<file path="config.mk">
export PLATFORM = sky130hd
export DESIGN_NAME = hpc_hub_port
export DESIGN_NICKNAME = d
export VERILOG_FILES = /design/src/rtl/hpc_pkg.sv /design/src/rtl/hpc_rate_gen.sv /design/src/rtl/hpc_rx_cond.sv /design/src/rtl/hpc_hub_port.sv
export VERILOG_INCLUDE_DIRS = /design/src /design/src/rtl
export SDC_FILE = /design/constraint.sdc
export NUM_CORES = 1
export LEC_CHECK = 0
export BUFFER_PORTS_ARGS = -buffer_cell sky130_fd_sc_hd__buf_2
export CAP_MARGIN = 20
export CORE_AREA = 5 5 156 143
export CTS_CLUSTER_SIZE = 25
export DETAILED_ROUTE_END_ITERATION = 8
export DIE_AREA = 0 0 161 148
export GPL_ROUTABILITY_DRIVEN = 1
export GPL_TIMING_DRIVEN = 0
export RECOVER_POWER = 100
export SYNTH_ARGS = -nofsm -noshare
export SYNTH_HDL_FRONTEND = slang
export SYNTH_SLANG_ARGS = --single-unit
</file>
<file path="constraint.sdc">
create_clock -name CLK_SYS_I -period 5.4 [get_ports CLK_SYS_I]
set_input_delay 1.08 -clock CLK_SYS_I [delete_from_list [all_inputs] [get_ports CLK_SYS_I]]
set_output_delay 1.08 -clock CLK_SYS_I [all_outputs]
set_load 0.02 [all_outputs]
</file>
<file path="src/rtl/hpc_defs.svh">
// Constants for the hub port interface: timing, rate codes, port map.
// Assumes a 40 MHz system clock and inclusion by bare name.
`ifndef HPC_DEFS_SVH
`define HPC_DEFS_SVH
// ************************************************************
// Timing
// ************************************************************
`define HPC_CLK_HZ 40000000
`define HPC_REF_BPS 2500000
`define HPC_OVERSAMPLE 8
`define HPC_IDLE_NS 5600
`define HPC_REF_BIT_NS 400
`define HPC_SAMP_BASE (`HPC_CLK_HZ / (`HPC_REF_BPS * `HPC_OVERSAMPLE))
`define HPC_IDLE_TICKS ((`HPC_IDLE_NS / `HPC_REF_BIT_NS) * `HPC_OVERSAMPLE)
`define HPC_SYNC_WAIT 2'h3
`define HPC_BIT_MID 3'h2 // Phase that samples inside a half-bit pulse
`define HPC_BIT_CLR 3'h6 // Phase that ends the regenerated pulse
// ************************************************************
// Rate codes
// ************************************************************
`define HPC_RATE_X1_MAX 3'h4
`define HPC_RATE_X2 3'h5
`define HPC_RATE_RSVD 3'h6
`define HPC_RATE_X4 3'h7
// ************************************************************
// Ports and groups
// ************************************************************
`define HPC_NPORT 5
`define HPC_PORT_EXP 3'h4
`define HPC_GRP_A 2'h0
`define HPC_GRP_B 2'h1
`define HPC_GRP_E 2'h2
`endif

</file>
<file path="src/rtl/hpc_pkg.sv">
// Types shared by the hub port interface modules.
// Assumes hpc_defs.svh is not needed here.
package hpc_pkg;
  // Direction control states
  typedef enum logic {
    DIR_IDLE,
    DIR_HOLD
  } hpc_dir_t;
endpackage : hpc_pkg

</file>
<file path="src/rtl/hpc_rate_gen.sv">
// Rate decoder: turns the captured rate code into an oversampling tick.
// Assumes a 40 MHz clock; codes at or above 5 Mbps clamp to one cycle.
`timescale 1ns/1ps
`include "hpc_defs.svh"
module hpc_rate_gen (
  input wire logic clk_i,
  input wire logic rst_i,
  input wire logic [2:0] rate_sel_i,
  output logic samp_tick_o,
  output logic reserved_o
);
  // Sampling period in clocks for a rate code
  function automatic logic [5:0] samp_period(input logic [2:0] code);
    logic [5:0] p;
    p = 6'h1;
    if (code <= `HPC_RATE_X1_MAX) begin
      p = 6'(`HPC_SAMP_BASE << (`HPC_RATE_X1_MAX - code));
    end else if (code == `HPC_RATE_RSVD) begin
      p = 6'(`HPC_SAMP_BASE);
    end
    return p;
  endfunction : samp_period

  logic [5:0] cnt_r; // Clocks since last tick
  logic [5:0] period;

  assign period = samp_period(rate_sel_i);
  // Reserved code has no defined speed; flag it, run at the base rate
  assign reserved_o = (rate_sel_i == `HPC_RATE_RSVD);

  // Free-running divider, wraps at the selected period
  always_ff @(posedge clk_i or posedge rst_i) begin
    if (rst_i) begin
      cnt_r <= 6'h0;
    end else if (cnt_r >= period - 6'h1) begin
      cnt_r <= 6'h0;
    end else begin
      cnt_r <= cnt_r + 6'h1;
    end
  end
  assign samp_tick_o = (cnt_r >= period - 6'h1);
endmodule : hpc_rate_gen

</file>
<file path="src/rtl/hpc_rx_cond.sv">
// Receive conditioner for one port: sync, polarity, noise cut, edge.
// Assumes samp_tick_i pulses at eight times the data rate.
`timescale 1ns/1ps
module hpc_rx_cond #(
  parameter int NCUT_LEN = 2
) (
  input wire logic clk_i,
  input wire logic rst_i,
  input wire logic rx_pin_i,
  input wire logic pol_i,
  input wire logic ncut_en_i,
  input wire logic samp_tick_i,
  output logic act_o,
  output logic rise_o
);
  logic s1_r, s2_r, s3_r; // Three-stage synchroniser
  logic lvl_r; // Level accepted once stages two and three agree
  logic filt_r; // Conditioned active level
  logic prev_r; // Last level for edge detect
  logic [1:0] run_r; // Consecutive disagreeing samples
  logic raw_act;

  // Synchroniser; stage one feeds stage two only
  always_ff @(posedge clk_i or posedge rst_i) begin
    if (rst_i) begin
      s1_r <= 1'b1;
      s2_r <= 1'b1;
      s3_r <= 1'b1;
      lvl_r <= 1'b1;
    end else begin
      s1_r <= rx_pin_i;
      s2_r <= s1_r;
      s3_r <= s2_r;
      if (s2_r == s3_r) begin
        lvl_r <= s3_r;
      end
    end
  end

  // Strap 0 means active high, 1 means active low
  assign raw_act = lvl_r ^ pol_i;

  // Sampled at the 8x tick; noise cut needs a run of equal samples
  always_ff @(posedge clk_i or posedge rst_i) begin
    if (rst_i) begin
      filt_r <= 1'b0;
      run_r <= 2'h0;
    end else if (samp_tick_i) begin
      if (raw_act == filt_r) begin
        run_r <= 2'h0;
      end else if (!ncut_en_i || run_r >= 2'(NCUT_LEN - 1)) begin
        filt_r <= raw_act;
        run_r <= 2'h0;
      end else begin
        run_r <= run_r + 2'h1;
      end
    end
  end

  // Rising edge of the conditioned level
  always_ff @(posedge clk_i or posedge rst_i) begin
    if (rst_i) begin
      prev_r <= 1'b0;
    end else begin
      prev_r <= filt_r;
    end
  end
  assign act_o = filt_r;
  assign rise_o = filt_r & ~prev_r;
endmodule : hpc_rx_cond

</file>
<file path="src/rtl/hpc_hub_port.sv">
// Hub port interface: five receive ports, direction control, regenerated
// transmit pulses and strap-driven line polarity and kind.
// Assumes straps are static board levels and receive pins are asynchronous.
//
// Contract
// - Receive polarity strap: 0 high, 1 low
// - Transmit kind strap: 0 pulses, 1 enable
// - Pulse line is enable OR bus pulse
// - Transmit polarity strap: 0 low, 1 high
// - Coax pulse pair always active low
// - Backplane pulse output always active low
// - Rate code selects divisor and multiplier
// - Noise cut strap 0 filters receive data
// - Big jitter strap 0 uses second pulse
// - Expansion strap 0 open drain, 1 driven
// - First active port receives, others transmit
// - Release direction after 5.6 us silence; here after 112 sample ticks, which is 5.6 us only at rate codes 4 and 6
// - Receive sampled at eight times data rate; code 7 clamps to one tick per clock, four times its rate
`timescale 1ns/1ps
`include "hpc_defs.svh"
module hpc_hub_port (
  input wire logic CLK_SYS_I,
  input wire logic RESET_I,
  input wire logic [1:0] RX_IN_GRP_A_I,
  input wire logic [1:0] RX_IN_GRP_B_I,
  input wire logic RX_IN_EXPANSION_I,
  input wire logic RX_POL_GRP_A_I,
  input wire logic RX_POL_GRP_B_I,
  input wire logic RX_POL_EXPANSION_I,
  input wire logic TX_POL_GRP_A_I,
  input wire logic TX_POL_GRP_B_I,
  input wire logic TX_POL_EXPANSION_I,
  input wire logic TX_KIND_GRP_A_I,
  input wire logic TX_KIND_GRP_B_I,
  input wire logic TX_KIND_EXPANSION_I,
  input wire logic [2:0] RATE_SEL_I,
  input wire logic NOISE_CUT_FIRST_LOW_I,
  input wire logic NOISE_CUT_SECOND_LOW_I,
  input wire logic NOISE_CUT_EXPANSION_LOW_I,
  input wire logic JITTER_REF_FIRST_LOW_I,
  input wire logic JITTER_REF_SECOND_LOW_I,
  input wire logic JITTER_REF_EXPANSION_LOW_I,
  input wire logic EXPANSION_OPENDRAIN_LOW_I,
  output logic [1:0] TX_OUT_GRP_A_O,
  output logic [1:0] TX_OUT_GRP_B_O,
  output logic TX_OUT_EXPANSION_O,
  output logic TX_OUT_EXPANSION_OE_O,
  output logic [1:0] COAX_DRIVE_PAIR_N_O,
  output logic BUS_DRIVE_OUT_N_O,
  output logic DIR_HOLD_O,
  output logic [2:0] SRC_PORT_O,
  output logic RATE_RESERVED_O
);
  // ************************************************************
  // Helpers
  // ************************************************************
  // Group of a port index: A0,A1 -> A; B0,B1 -> B; 4 -> expansion
  function automatic logic [1:0] port_grp(input int idx);
    logic [1:0] g;
    g = `HPC_GRP_E;
    if (idx < 2) begin
      g = `HPC_GRP_A;
    end else if (idx < 4) begin
      g = `HPC_GRP_B;
    end
    return g;
  endfunction : port_grp

  // ************************************************************
  // Strap capture
  // ************************************************************
  localparam int NSTRAP = 19;
  logic [NSTRAP-1:0] strap_pin; // Raw strap pins
  logic [NSTRAP-1:0] st1_r, st2_r, st3_r; // Strap synchroniser
  logic [NSTRAP-1:0] cfg_r; // Captured configuration
  logic [1:0] wait_r; // Edges since reset release
  logic cfg_ok_r; // Configuration valid

  assign strap_pin = {RATE_SEL_I, EXPANSION_OPENDRAIN_LOW_I,
    JITTER_REF_EXPANSION_LOW_I, JITTER_REF_SECOND_LOW_I, JITTER_REF_FIRST_LOW_I,
    NOISE_CUT_EXPANSION_LOW_I, NOISE_CUT_SECOND_LOW_I, NOISE_CUT_FIRST_LOW_I,
    TX_KIND_EXPANSION_I, TX_KIND_GRP_B_I, TX_KIND_GRP_A_I,
    TX_POL_EXPANSION_I, TX_POL_GRP_B_I, TX_POL_GRP_A_I,
    RX_POL_EXPANSION_I, RX_POL_GRP_B_I, RX_POL_GRP_A_I};

  // Straps pass the sync chain, then are frozen once after release;
  // later board changes are deliberately ignored until the next reset
  always_ff @(posedge CLK_SYS_I or posedge RESET_I) begin
    if (RESET_I) begin
      st1_r <= '0;
      st2_r <= '0;
      st3_r <= '0;
      cfg_r <= '0;
      wait_r <= 2'h0;
      cfg_ok_r <= 1'b0;
    end else begin
      st1_r <= strap_pin;
      st2_r <= st1_r;
      st3_r <= st2_r;
      if (!cfg_ok_r && wait_r == `HPC_SYNC_WAIT && st2_r == st3_r) begin
        cfg_r <= st3_r;
        cfg_ok_r <= 1'b1;
      end else if (wait_r != `HPC_SYNC_WAIT) begin
        wait_r <= wait_r + 2'h1;
      end
    end
  end

  // Per-group views of the captured straps
  logic [2:0] rx_pol, tx_pol, tx_kind, ncut_n, bj_n;
  logic od_n;
  logic [2:0] rate_cfg;
  assign rx_pol = cfg_r[2:0];
  assign tx_pol = cfg_r[5:3];
  assign tx_kind = cfg_r[8:6];
  assign ncut_n = cfg_r[11:9];
  assign bj_n = cfg_r[14:12];
  assign od_n = cfg_r[15];
  assign rate_cfg = cfg_r[18:16];

  // ************************************************************
  // Rate and receive conditioning
  // ************************************************************
  logic samp_tick; // Eight times the data rate, four times at rate code 7
  logic [`HPC_NPORT-1:0] rx_pin, rx_act, rx_rise;

  hpc_rate_gen u_rate (
    .clk_i(CLK_SYS_I),
    .rst_i(RESET_I),
    .rate_sel_i(rate_cfg),
    .samp_tick_o(samp_tick),
    .reserved_o(RATE_RESERVED_O)
  );

  assign rx_pin = {RX_IN_EXPANSION_I, RX_IN_GRP_B_I, RX_IN_GRP_A_I};

  for (genvar gi = 0; gi < `HPC_NPORT; gi++) begin : g_rx
    hpc_rx_cond #(.NCUT_LEN(2)) u_cond (
      .clk_i(CLK_SYS_I),
      .rst_i(RESET_I),
      .rx_pin_i(rx_pin[gi]),
      .pol_i(rx_pol[port_grp(gi)]),
      .ncut_en_i(~ncut_n[port_grp(gi)]),
      .samp_tick_i(samp_tick),
      .act_o(rx_act[gi]),
      .rise_o(rx_rise[gi])
    );
  end

  // ************************************************************
  // Direction control
  // ************************************************************
  hpc_pkg::hpc_dir_t dir_r; // Idle or holding a source
  logic [2:0] src_r; // Receiving port
  logic [6:0] quiet_r; // Silent sample ticks
  logic [2:0] first_rise; // Lowest port with a new edge
  logic src_act, src_rise;

  // Lowest index wins when two ports start together
  always_comb begin
    first_rise = 3'h0;
    for (int i = `HPC_NPORT - 1; i >= 0; i--) begin
      if (rx_rise[i]) begin
        first_rise = 3'(i);
      end
    end
  end
  assign src_act = rx_act[src_r];
  assign src_rise = rx_rise[src_r];

  // Lock on the first active receiver, release after the quiet interval
  always_ff @(posedge CLK_SYS_I or posedge RESET_I) begin
    if (RESET_I) begin
      dir_r <= hpc_pkg::DIR_IDLE;
      src_r <= 3'h0;
      quiet_r <= 7'h0;
    end else begin
      case (dir_r)
        hpc_pkg::DIR_IDLE: begin
          quiet_r <= 7'h0;
          if (cfg_ok_r && |rx_rise) begin
            dir_r <= hpc_pkg::DIR_HOLD;
            src_r <= first_rise;
          end
        end
        hpc_pkg::DIR_HOLD: begin
          if (src_act) begin
            quiet_r <= 7'h0;
          end else if (samp_tick) begin
            if (quiet_r >= 7'(`HPC_IDLE_TICKS - 1)) begin
              dir_r <= hpc_pkg::DIR_IDLE;
              quiet_r <= 7'h0;
            end else begin
              quiet_r <= quiet_r + 7'h1;
            end
          end
        end
        default: begin
          dir_r <= hpc_pkg::DIR_IDLE;
        end
      endcase
    end
  end

  // ************************************************************
  // Regeneration
  // ************************************************************
  logic [1:0] pcnt_r; // Source pulses since lock, saturating
  logic ref_ok; // Phase reference established
  logic [2:0] ph_r; // Sample phase inside a bit
  logic regen_r; // Regenerated bit level
  logic bj_sel;

  assign bj_sel = ~bj_n[port_grp(int'(src_r))];
  // Big jitter mode waits for the second pulse as phase reference
  assign ref_ok = (pcnt_r >= (bj_sel ? 2'h2 : 2'h1));

  // Count source pulses; phase restarts on the reference pulse
  always_ff @(posedge CLK_SYS_I or posedge RESET_I) begin
    if (RESET_I) begin
      pcnt_r <= 2'h0;
      ph_r <= 3'h0;
    end else if (dir_r != hpc_pkg::DIR_HOLD) begin
      pcnt_r <= 2'h0;
      ph_r <= 3'h0;
    end else if (src_rise && !ref_ok) begin
      pcnt_r <= pcnt_r + 2'h1;
      ph_r <= 3'h0;
    end else if (samp_tick) begin
      ph_r <= ph_r + 3'h1;
    end
  end

  // Sample inside the pulse, drop half a bit later: one pulse per bit
  always_ff @(posedge CLK_SYS_I or posedge RESET_I) begin
    if (RESET_I) begin
      regen_r <= 1'b0;
    end else if (dir_r != hpc_pkg::DIR_HOLD) begin
      regen_r <= 1'b0;
    end else if (samp_tick && (ph_r == `HPC_BIT_MID || ph_r == `HPC_BIT_CLR)) begin
      regen_r <= src_act & ref_ok & (ph_r == `HPC_BIT_MID);
    end
  end

  // ************************************************************
  // Transmit drive
  // ************************************************************
  logic [`HPC_NPORT-1:0] txen_low; // Internal active-low enable
  logic [`HPC_NPORT-1:0] tx_lvl; // Active-low line before polarity
  logic [`HPC_NPORT-1:0] tx_r; // Registered line level
  logic pulse_n; // Active-low regenerated pulse

  assign pulse_n = ~regen_r;

  // Transmit only on non-source ports while holding
  always_comb begin
    for (int i = 0; i < `HPC_NPORT; i++) begin
      txen_low[i] = ~((dir_r == hpc_pkg::DIR_HOLD) && (3'(i) != src_r));
      if (tx_kind[port_grp(i)]) begin
        tx_lvl[i] = txen_low[i];
      end else begin
        tx_lvl[i] = txen_low[i] | pulse_n;
      end
    end
  end

  // Polarity applied in the output flops
  always_ff @(posedge CLK_SYS_I or posedge RESET_I) begin
    if (RESET_I) begin
      tx_r <= '1;
    end else begin
      for (int i = 0; i < `HPC_NPORT; i++) begin
        tx_r[i] <= tx_lvl[i] ^ tx_pol[port_grp(i)];
      end
    end
  end

  // Fixed active-low pulse outputs, gated by the hold state
  logic pulse_n_r;
  always_ff @(posedge CLK_SYS_I or posedge RESET_I) begin
    if (RESET_I) begin
      pulse_n_r <= 1'b1;
    end else begin
      pulse_n_r <= pulse_n;
    end
  end

  assign COAX_DRIVE_PAIR_N_O = {2{pulse_n_r}};
  assign BUS_DRIVE_OUT_N_O = pulse_n_r;
  assign TX_OUT_GRP_A_O = tx_r[1:0];
  assign TX_OUT_GRP_B_O = tx_r[3:2];
  // Open drain only ever pulls low; released line idles high externally
  assign TX_OUT_EXPANSION_O = od_n ? tx_r[`HPC_PORT_EXP] : 1'b0;
  assign TX_OUT_EXPANSION_OE_O = od_n ? 1'b1 : ~tx_r[`HPC_PORT_EXP];
  assign DIR_HOLD_O = (dir_r == hpc_pkg::DIR_HOLD);
  assign SRC_PORT_O = src_r;
endmodule : hpc_hub_port

</file>
Yosys cells after proc, flatten, opt, wreduce, memory -nomap -nowiden
Index checks and enable logic that the tools add are counted.
{"block": "word_totals", "input_bits": 26, "output_inout_bits": 14, "register_bits": 148, "wordCells": 218}
{"block": "classes", "eq_ne": 24, "reduce_logical": 27, "magnitude_cmp": 13, "mux": 50, "add_sub_neg": 12, "shift": 1, "n_bitwise": 41}
{"operator": "$mux 2", "count": 16}
{"operator": "$mux 3", "count": 8}
{"operator": "$mux 7", "count": 3}
{"operator": "$eq 19x19->1", "count": 1}
{"operator": "$not 1->1", "count": 19}
{"operator": "$mux 1", "count": 16}
{"operator": "$reduce_and 3->1", "count": 5}
{"operator": "$add 2x1->2 const B", "count": 7}
{"operator": "$pmux 7 s2", "count": 1}
{"operator": "$mux 6", "count": 2}
{"operator": "$eq 1x1->1", "count": 10}
{"operator": "$ge 2x1->1 const B", "count": 5}
{"operator": "$logic_and 1x1->1", "count": 10}
{"operator": "$xor 1x1->1", "count": 10}
{"operator": "$add 7x1->7 const B", "count": 1}
{"operator": "$and 1x1->1", "count": 7}
{"operator": "$ge 7x7->1 const B", "count": 1}
{"operator": "$add 6x1->6 const B", "count": 1}
{"operator": "$bmux 1 s3", "count": 2}
{"operator": "$eq 3x3->1 const B", "count": 2}
{"operator": "$ge 6x6->1", "count": 1}
{"operator": "$logic_or 1x1->1", "count": 6}
{"operator": "$ne 2x3->1 const A", "count": 2}
{"operator": "$ne 3x2->1 const B", "count": 2}
{"operator": "23 further kinds", "count": 30}

Logic depth before layout (Yosys ltp)
Gate-level depths: netlist of the first run.
{"block": "logic_depth", "ltp_word": 11, "ltp_mapped": 13, "ltp_nobuf": 10}

By module
Synthesis of the first run repeated with hierarchy kept, for this count alone.
{"block": "unflattened", "cells_unflattened": 448, "hier_area_um2": 5968.2}
{"mod": "hpc_hub_port", "n_inst": 1, "cells_per_inst": 276, "seq_area_each_um2": 2560.0, "area_each_um2": 3814.9}
{"mod": "hpc_rx_cond", "n_inst": 5, "cells_per_inst": 22, "seq_area_each_um2": 205.2, "area_each_um2": 322.8}
{"mod": "hpc_rate_gen", "n_inst": 1, "cells_per_inst": 62, "seq_area_each_um2": 150.1, "area_each_um2": 539.3}

Least setup slack after synthesis of the first run
OpenSTA, ideal clock, no wires.
{"block": "synth_timing", "path_kind": "register to register", "start": "register cfg_r[18]", "end": "register g_rx[0].u_cond.filt_r", "n_path_buf": 2, "synth_period_minus_slack_ns": 2.945, "setup_ns": 0.125, "setup_slack_ns": 2.455, "required_time_ns": 5.275, "path_stages_with_launch": 12, "arrival_time_ns": 2.820, "cell_sequence": "dfrtp_1 clkbuf_1 inv_1 ha_1 a21oi_1 a221o_1 ha_1 and3_1 a221o_1 buf_2 o21ai_0 mux2_2"}
{"block": "synth_via", "elab_chain_cells": 6, "elab_cells_between_ends": 9, "classes_between": "add/sub (2); order compare (2); eq/ne (1); shift (1); mux (2); reduce/logical (1)"}
{"item": "start, declared", "line": "hpc_hub_port.sv:75", "text": "logic [NSTRAP-1:0] cfg_r;"}
{"item": "start signal, assigned", "line": "hpc_hub_port.sv:101", "text": "cfg_r <= st3_r;"}
{"item": "$sub 3x3->3 (no line) / $eq 3x3->1 (equally long branches)"}
{"item": "$shl 2x3->6 (no line) / $mux 2 (equally long branches)"}
{"item": "$mux 6 (*)", "line": "hpc_rate_gen.sv:16", "text": "if (code <= `HPC_RATE_X1_MAX) begin"}
{"item": "$sub 6x1->6 (*)", "line": "hpc_rate_gen.sv:41", "text": "assign samp_tick_o = (cnt_r >= period - 6'h1);"}
{"item": "$ge 6x6->1 (*)", "line": "hpc_rate_gen.sv:41"}
{"item": "$reduce_and 3->1 (no line) (*)"}
{"item": "end signal, assigned", "line": "hpc_rx_cond.sv:52", "text": "filt_r <= raw_act;"}
{"item": "end, declared", "line": "hpc_rx_cond.sv:18", "text": "logic filt_r;"}
Every way passes the cells marked *; elsewhere a longest branch is shown, timed or not.
A chain may end at the register's enable or synchronous reset.

Worst setup path after layout of the first run
{"block": "layout_timing", "start": "register cfg_r[18]", "end": "register regen_r"}
{"block": "layout_via", "elab_chain_cells": 7, "elab_cells_between_ends": 10, "classes_between": "add/sub (2); order compare (2); eq/ne (2); shift (1); mux (2); reduce/logical (1)"}
{"item": "$sub 3x3->3 (no line) / $eq 3x3->1 (equally long branches)"}
{"item": "$shl 2x3->6 (no line) / $mux 2 (equally long branches)"}
{"item": "$mux 6 (*)", "line": "hpc_rate_gen.sv:16"}
{"item": "$sub 6x1->6 (*)", "line": "hpc_rate_gen.sv:41"}
{"item": "$ge 6x6->1 (*)", "line": "hpc_rate_gen.sv:41"}
{"item": "$logic_and 1x1->1 (*)", "line": "hpc_hub_port.sv:240", "text": "end else if (samp_tick && (ph_r == `HPC_BIT_MID || ph_r == `HPC_BIT_CLR)) begin"}
{"item": "$ne 2x1->1 (no line) (*)"}
{"item": "end signal, assigned", "line": "hpc_hub_port.sv:241", "text": "regen_r <= src_act & ref_ok & (ph_r == `HPC_BIT_MID);"}
{"item": "end, declared", "line": "hpc_hub_port.sv:211", "text": "logic regen_r;"}
Marked as above.

==> flow_metrics.env, run 1 <==
export IMPL_utilization_pct=33.9
export IMPL_chipHeight_um=148
export IMPL_synth_edff_count=0
export IMPL_synth_most_common_cell="dfrtp_1"
export IMPL_initial_core_util_pct=28.6
export IMPL_ys_async_sr_fraction_pct=100
export IMPL_crit_chain="clkbuf_1 -> inv_1 -> ha_1 -> a21oi_1 -> a221o_1 -> ha_1 -> and3_1 -> a221o_1 -> clkbuf_1 -> clkbuf_1 -> nand3_1 -> a21oi_1"
export IMPL_crit_fanout=10
export IMPL_syn_num_nets=492
export IMPL_h_tree_depth=4
export IMPL_ant_nets=0
export IMPL_area_growth_pct=18.5
export IMPL_finalNonFillerCells=777
export IMPL_clk_path_buf_depth=2
export IMPL_routed_via_count=3460
export IMPL_crit_top_cell="clkbuf_1"
export IMPL_place_inst=745
export IMPL_rsz0062_at_grt="false"
export IMPL_place_worst_setup_slack_ns=1.92
export IMPL_drt_pre_antenna_iters=4
export IMPL_cts_resized=0
export IMPL_max_vdd_ir_drop_uv=245
export IMPL_drv_slew=57
export IMPL_avgRoutedWirePerCell_um=13.3
export IMPL_setup_violations=0
export IMPL_clkTransAtPathRegs_ns=0.06
export IMPL_synth_ff_type="dfrtp_1"
export IMPL_end_kind="flop"
export IMPL_ys_ff_latch=148
export IMPL_synth_top_cells_by_area="dfrtp_1 52%, dfstp_2 12%, mux2_2 5.0%"
export IMPL_core_area_um2=20500
export IMPL_grt_use_total_pct=9.44
export IMPL_path_buf_inv=4
export IMPL_cts_post_setup_buffers_inserted=0
export IMPL_yosysUniqueCellTypes=51
export IMPL_ios=40
export IMPL_hold_viol_final=0
export IMPL_layout_nets=551
export IMPL_ys_seq_area_share_pct=63.7
export IMPL_fin_skew_ns=0.00896
export IMPL_fin_crit_sh_pct=67.0
export IMPL_fin_ws_ns=1.78
export IMPL_grt_overflow=0
export IMPL_power_density_nw_per_um2=399
export IMPL_drive_above_1_share_pct=21.7
export IMPL_cp_slowest_stage_delay_ns=0.48
export IMPL_grt_pass1_wl_um=18100
export IMPL_drv_cap=1
export IMPL_min_path_type="flop to flop"
export IMPL_outcome="finished, violations left"
export IMPL_cts_tree="done"
export IMPL_io_buffers=39
export IMPL_drc=0
export IMPL_worstSkewPairLatency_ns=0.41
export IMPL_synth_avg_cell_area_um2=13.2
export IMPL_hold_buffers=0
export IMPL_leakage_nw=3.02
export IMPL_grt_pass1_vias=3769
export IMPL_synthCells=445
export IMPL_yosys_area_top_type_share_pct=52.0
export IMPL_worstPathRequired_ns=5.73
export IMPL_die_w_um=161
export IMPL_drt_total_wl_um=10300
export IMPL_clock_sinks=148
export IMPL_dieArea_um2=23800
export IMPL_antenna_found_initial=0
export IMPL_yosys_area_top_type="dfrtp_1"
export IMPL_crit_slowest_cell="clkbuf_1"
export IMPL_tightest_slew_ns=2.39
export IMPL_diodes=0
export IMPL_drtIter0Drc=162
export IMPL_path_delay_family="buffers and inverters"
export IMPL_grt_max_degree=93
export IMPL_synth_common_cells="122 x dfrtp_1, 29 x inv_1, 26 x dfstp_2, 26 x mux2_2, 26 x o21ai_0"
export IMPL_fmax_ghz=0.276
export IMPL_arrival_ns=3.95
export IMPL_synth_warnings=0
export IMPL_rows=50
export IMPL_hpwl_um=7400
export IMPL_routed_via_density=4.45
export IMPL_clock_root_buffer="clkbuf_16"
export IMPL_worstSetupPathType="flop to flop"
export IMPL_violations="capacitance limit, slew limit"
export IMPL_cts_made_buffers=17
export IMPL_slew_headroom_pct=-60.0
export IMPL_period_minus_slack_ns=3.62
export IMPL_syn_area_um2=5870
export IMPL_start_kind="flop"
export IMPL_place_congestion=0.792
[metrics by stage]
step                setup TNS (ns)  power, W  cell area (um2)  hold WS (ns)
global route                     0   0.00293             6960         0.350
finish                           0   0.00277             6960         0.346
global placement           -121.80   0.00160             6390         0.335
CTS                              0   0.00282             7020         0.349
detailed placement               0   0.00163             6420         0.336
floorplan                        0   0.00153             5870         0.331
[worst paths after layout]
| check | startpoint | endpoint | slack, ns | cells after the start |
|---|---|---|---|---|
| max | cfg_r[18] | regen_r | 1.78 | 12 |
| min | st1_r[3] | st2_r[3] | 0.35 | 0 |
| max reg2reg | cfg_r[18] | regen_r | 1.78 | 12 |
| min reg2reg | st1_r[3] | st2_r[3] | 0.35 | 0 |
| max in group asynchronous | RESET_I | g_rx[3].u_cond.lvl_r | 2.86 | 3 |
| min in group asynchronous | RESET_I | st1_r[12] | 1.32 | 2 |
[layout by cell type (no fill, tap or decap), types with 3 or more instances in the layout]
cell type,netlist,routed
ha_1,21,21
nor3b_1,3,3
a21oi_1,15,15
dfstp_1,0,6
xor2_1,13,13
dfrtp_1,122,122
bufinv_16,0,3
and3_1,4,4
nor2_1,21,21
maj3_1,5,5
or3_1,3,3
nand4_1,4,4
nand2_1,15,15
nor2b_1,6,6
nor3_1,3,3
clkinvlp_4,0,3
buf_4,8,6
nand2b_1,3,3
clkbuf_16,0,17
nand3_1,14,14
clkbuf_1,4,26
o21ai_0,26,27
a31oi_1,9,9
mux2_2,26,26
nor4b_1,5,5
a21o_1,3,3
xnor2_1,23,23
inv_1,29,28
dfstp_2,26,20
buf_2,2,26
clkinv_4,0,3
[worst register-to-register path: stages, from the launching register on]
cell	delay, ns
dfrtp_1	0.39
clkbuf_1	0.31
inv_1	0.09
ha_1	0.38
a21oi_1	0.11
a221o_1	0.37
ha_1	0.32
and3_1	0.19
a221o_1	0.20
clkbuf_1	0.39
clkbuf_1	0.48
nand3_1	0.14
a21oi_1	0.17
[flip-flops by register name, summed over array words and instances (netlist names), 6 cells and up]
name and count:
st2_r 19, cfg_r 19, g_rx.u_cond.run_r 10, u_rate.cnt_r 6, st1_r 19, quiet_r 7
st3_r 19
[power breakdown]
| part | switching, W | internal [W] |
|---|---|---|
| Clock | 0.000441 | 0.000728 |
| Combinational | 0.000183 | 0.000140 |
| Sequential | 0.0000686 | 0.00121 |
| Total | 0.000693 | 0.00208 |
[cell type report]
cell class / instances / area (um2)
Fill cell: 2026 / 13600
Sequential cell: 148 / 3740
Multi-Input combinational cell: 252 / 1900
Clock buffer: 20 / 437
Tap cell: 260 / 325
Timing Repair Buffer: 40 / 206
Clock inverter: 12 / 158
Inverter: 29 / 110
Buffer: 16 / 82.6
[per-layer routing]
metal | global-route usage (%) | vias up | routed length [um]
met4 | 4.69 | 0 | 228
met5 | 0 | - | 0
met1 | 11.5 | 1719 | 4720
met3 | 2.54 | 18 | 328
li1 | - | 1656 | -
met2 | 15.5 | 67 | 5060
[cells by family (layout without fill, tap and decap cells)]
family | after synthesis | after routing | synth area share (%)
AO/OA/AOI/OAI | 67 | 67 | 7.27
adder cells (fa/ha/maj) | 26 | 26 | 5.33
buffers and inverters | 45 | 117 | 3.56
flip-flops | 148 | 148 | 63.7
XOR/XNOR | 36 | 36 | 5.37
multiplexers | 29 | 29 | 6.05
AND/OR/NAND/NOR | 94 | 94 | 8.76
(Power assumes the default switching activity.)
==> run 2: changes to the inputs <==
==> constraint.sdc (replaced) <==
create_clock -name CLK_SYS_I -period 3.3 [get_ports CLK_SYS_I]
set_input_delay 0.66 -clock CLK_SYS_I [delete_from_list [all_inputs] [get_ports CLK_SYS_I]]
set_output_delay 0.66 -clock CLK_SYS_I [all_outputs]
set_load 0.02 [all_outputs]
==> run 2 against run 1 <==
  * The flow still finishes with violations (capacitance limit, slew limit)
  * Clock-buffer cell count unchanged
  * Final area about the same
  * Non-clock buffer count up 2
  * Via count up 0.40%
  * Worst hold slack worse by 0.0065 ns
  * Power up 58%
  * Core utilization about the same
  * Combinational power up 68%
  * Largest cell class unchanged
==> flow_metrics.env, run 2 (same netlist as run 1, synthesis figures left out) <==
export IMPL_min_path_cells=1
export IMPL_regArea_um2=3740
export IMPL_leakage_nw=3.03
export IMPL_drive_above_1_share_pct=23.7
export IMPL_drv_slew=42
export IMPL_grt_max_degree=43
export IMPL_grt_use_met1_pct=11.3
export IMPL_chipHeight_um=148
export IMPL_multi_input_area_um2=1930
export IMPL_hold_buffers=0
export IMPL_drtIter0Drc=145
export IMPL_outcome="finished, violations left"
export IMPL_diodes=0
export IMPL_crit_fanout=10
export IMPL_clock_root_buffer="clkbuf_16"
export IMPL_rows=50
export IMPL_finalNonFillerCells=779
export IMPL_hold_viol_final=0
export IMPL_place_inst=747
export IMPL_whs_ns=0.340
export IMPL_comb_power_share_pct=12.4
export IMPL_max_vdd_ir_drop_uv=384
export IMPL_io_buffers=39
export IMPL_clkTransAtPathRegs_ns=0.06
export IMPL_rsz0062_at_grt="false"
export IMPL_fin_ws_ns=0.132
export IMPL_p_int_w=0.00321
export IMPL_cts_made_buffers=17
export IMPL_end_kind="flop"
export IMPL_worstSetupPathType="flop to flop"
export IMPL_tightest_slew_ns=1.66
export IMPL_drt_pre_antenna_iters=4
export IMPL_final_cell_mix="122 x dfrtp_1, 28 x inv_1, 27 x buf_2"
export IMPL_busiest_layer="met2"
export IMPL_routed_via_count=3474
export IMPL_seq_power_share_pct=47.9
export IMPL_clock_sinks=148
export IMPL_grt_overflow=0
export IMPL_drv_cap=1
export IMPL_initial_core_util_pct=28.6
export IMPL_layout_nets=553
export IMPL_worstPathRequired_ns=3.61
export IMPL_dieArea_um2=23800
export IMPL_violations="capacitance limit, slew limit"
export IMPL_setup_violations=0
export IMPL_h_tree_depth=4
export IMPL_min_path_type="primary input to flop"
export IMPL_clk_path_buf_depth=2
export IMPL_worstSkewPairLatency_ns=0.42
export IMPL_slew_headroom_pct=-11.2
export IMPL_ios=40
export IMPL_core_area_um2=20500
export IMPL_cts_tree="done"
export IMPL_avgRoutedWirePerCell_um=13.2
export IMPL_grt_pass1_vias=3634
export IMPL_use_met3_pct=2.82
export IMPL_drt_total_wl_um=10300
export IMPL_fin_skew_ns=0.00721
export IMPL_grt_use_total_pct=9.23
export IMPL_place_congestion=0.810
export IMPL_fmax_ghz=0.316
export IMPL_drc=0
export IMPL_antenna_found_initial=0
export IMPL_start_kind="flop"
export IMPL_arrival_ns=3.48
export IMPL_met2_usage_pct=14.9
export IMPL_fin_crit_sh_pct=96.0
export IMPL_power_density_nw_per_um2=630
export IMPL_place_worst_setup_slack_ns=-0.244
export IMPL_layout_commonest_cell="dfrtp_1"
export IMPL_period_minus_slack_ns=3.17
export IMPL_ant_nets=0
export IMPL_routed_via_density=4.46
export IMPL_r2r_cells=11
export IMPL_area_growth_pct=18.6
export IMPL_p_sw_w=0.00117
export IMPL_grt_pass1_wl_um=17700
export IMPL_fillers=2032
export IMPL_p_clk_share_pct=39.7
export IMPL_die_w_um=161
export IMPL_hpwl_um=7530
export IMPL_p_sw_share_pct=26.7
==> run 2: critical path, stage by stage (launching register included) <==
cell and delay [ns]:
dfrtp_1 0.40, buf_4 0.19, inv_1 0.06, ha_2 0.36, a21oi_1 0.10, a221o_1 0.37, ha_1 0.32, and3_1 0.20
a221o_1 0.36, buf_2 0.20, clkbuf_4 0.21, a311oi_1 0.29
==> run 2: cell type report <==
cell class              instances  share of cell area [%]
clock inverters                12                    1.42
plain buffers                  16                    1.37
flip-flops and latches        148                    53.7
repair buffers                 42                    3.11
inverters                      29                    1.58
well taps                     260                    4.67
multi-input cells             252                    27.8
clock buffers                  20                    6.42
==> run 2: worst paths after layout <==
kind / startpoint / endpoint / slack, ns
max in group asynchronous: RESET_I / quiet_r[3] / 0.65
min in group asynchronous: RESET_I / st1_r[4] / 0.64
worst max register to register: cfg_r[18] / quiet_r[5] / 0.13
worst max-delay path: cfg_r[18] / quiet_r[5] / 0.13
worst min register to register: st1_r[5] / st2_r[5] / 0.34
worst min-delay path: RX_IN_GRP_A_I[0] / g_rx[0].u_cond.s1_r / 0.34
==> run 2: per-layer routing <==
layer / share of wire, % / vias to the layer above / wire length, um
met2: 49 / 72 / 5020
met3: 3.8 / 18 / 391
met1: 45 / 1712 / 4670
met4: 2.2 / 0 / 232
met5: 0 / - / 0
li1: - / 1672 / -
==> run 2: through the flow <==
stage	util, %	cell area (um2)	power [W]	TNS [ns]
2_1_floorplan	-	5870	0.00251	0
3_3_place_gp	31.2	6390	0.00263	-0.121
3_5_place_dp	31.5	6450	0.00269	-2.28
4_1_cts	34.1	7010	0.00444	0
5_1_grt	33.9	6960	0.00461	0
6_report	33.9	6960	0.00439	0
==> run 2: what timing repair did <==
| action | CTS | global route |
|---|---|---|
| hold endpoints to repair | 0 | 0 |
| buffers inserted | 0 | 0 |
| gates cloned | 0 | 0 |
| resized for setup | 4 | 12 |
| endpoints found under the setup margin | 24 | 28 |
==> run 2: power by group through the flow <==
stage | Combinational, W | Clock (W) | Sequential [W]
finish | 0.000543 | 0.00174 | 0.00210
global route | 0.000630 | 0.00186 | 0.00213
CTS | 0.000556 | 0.00178 | 0.00211
detailed placement | 0.000552 | 0 | 0.00213
global placement | 0.000502 | 0 | 0.00213
floorplan | 0.000414 | 0 | 0.00210
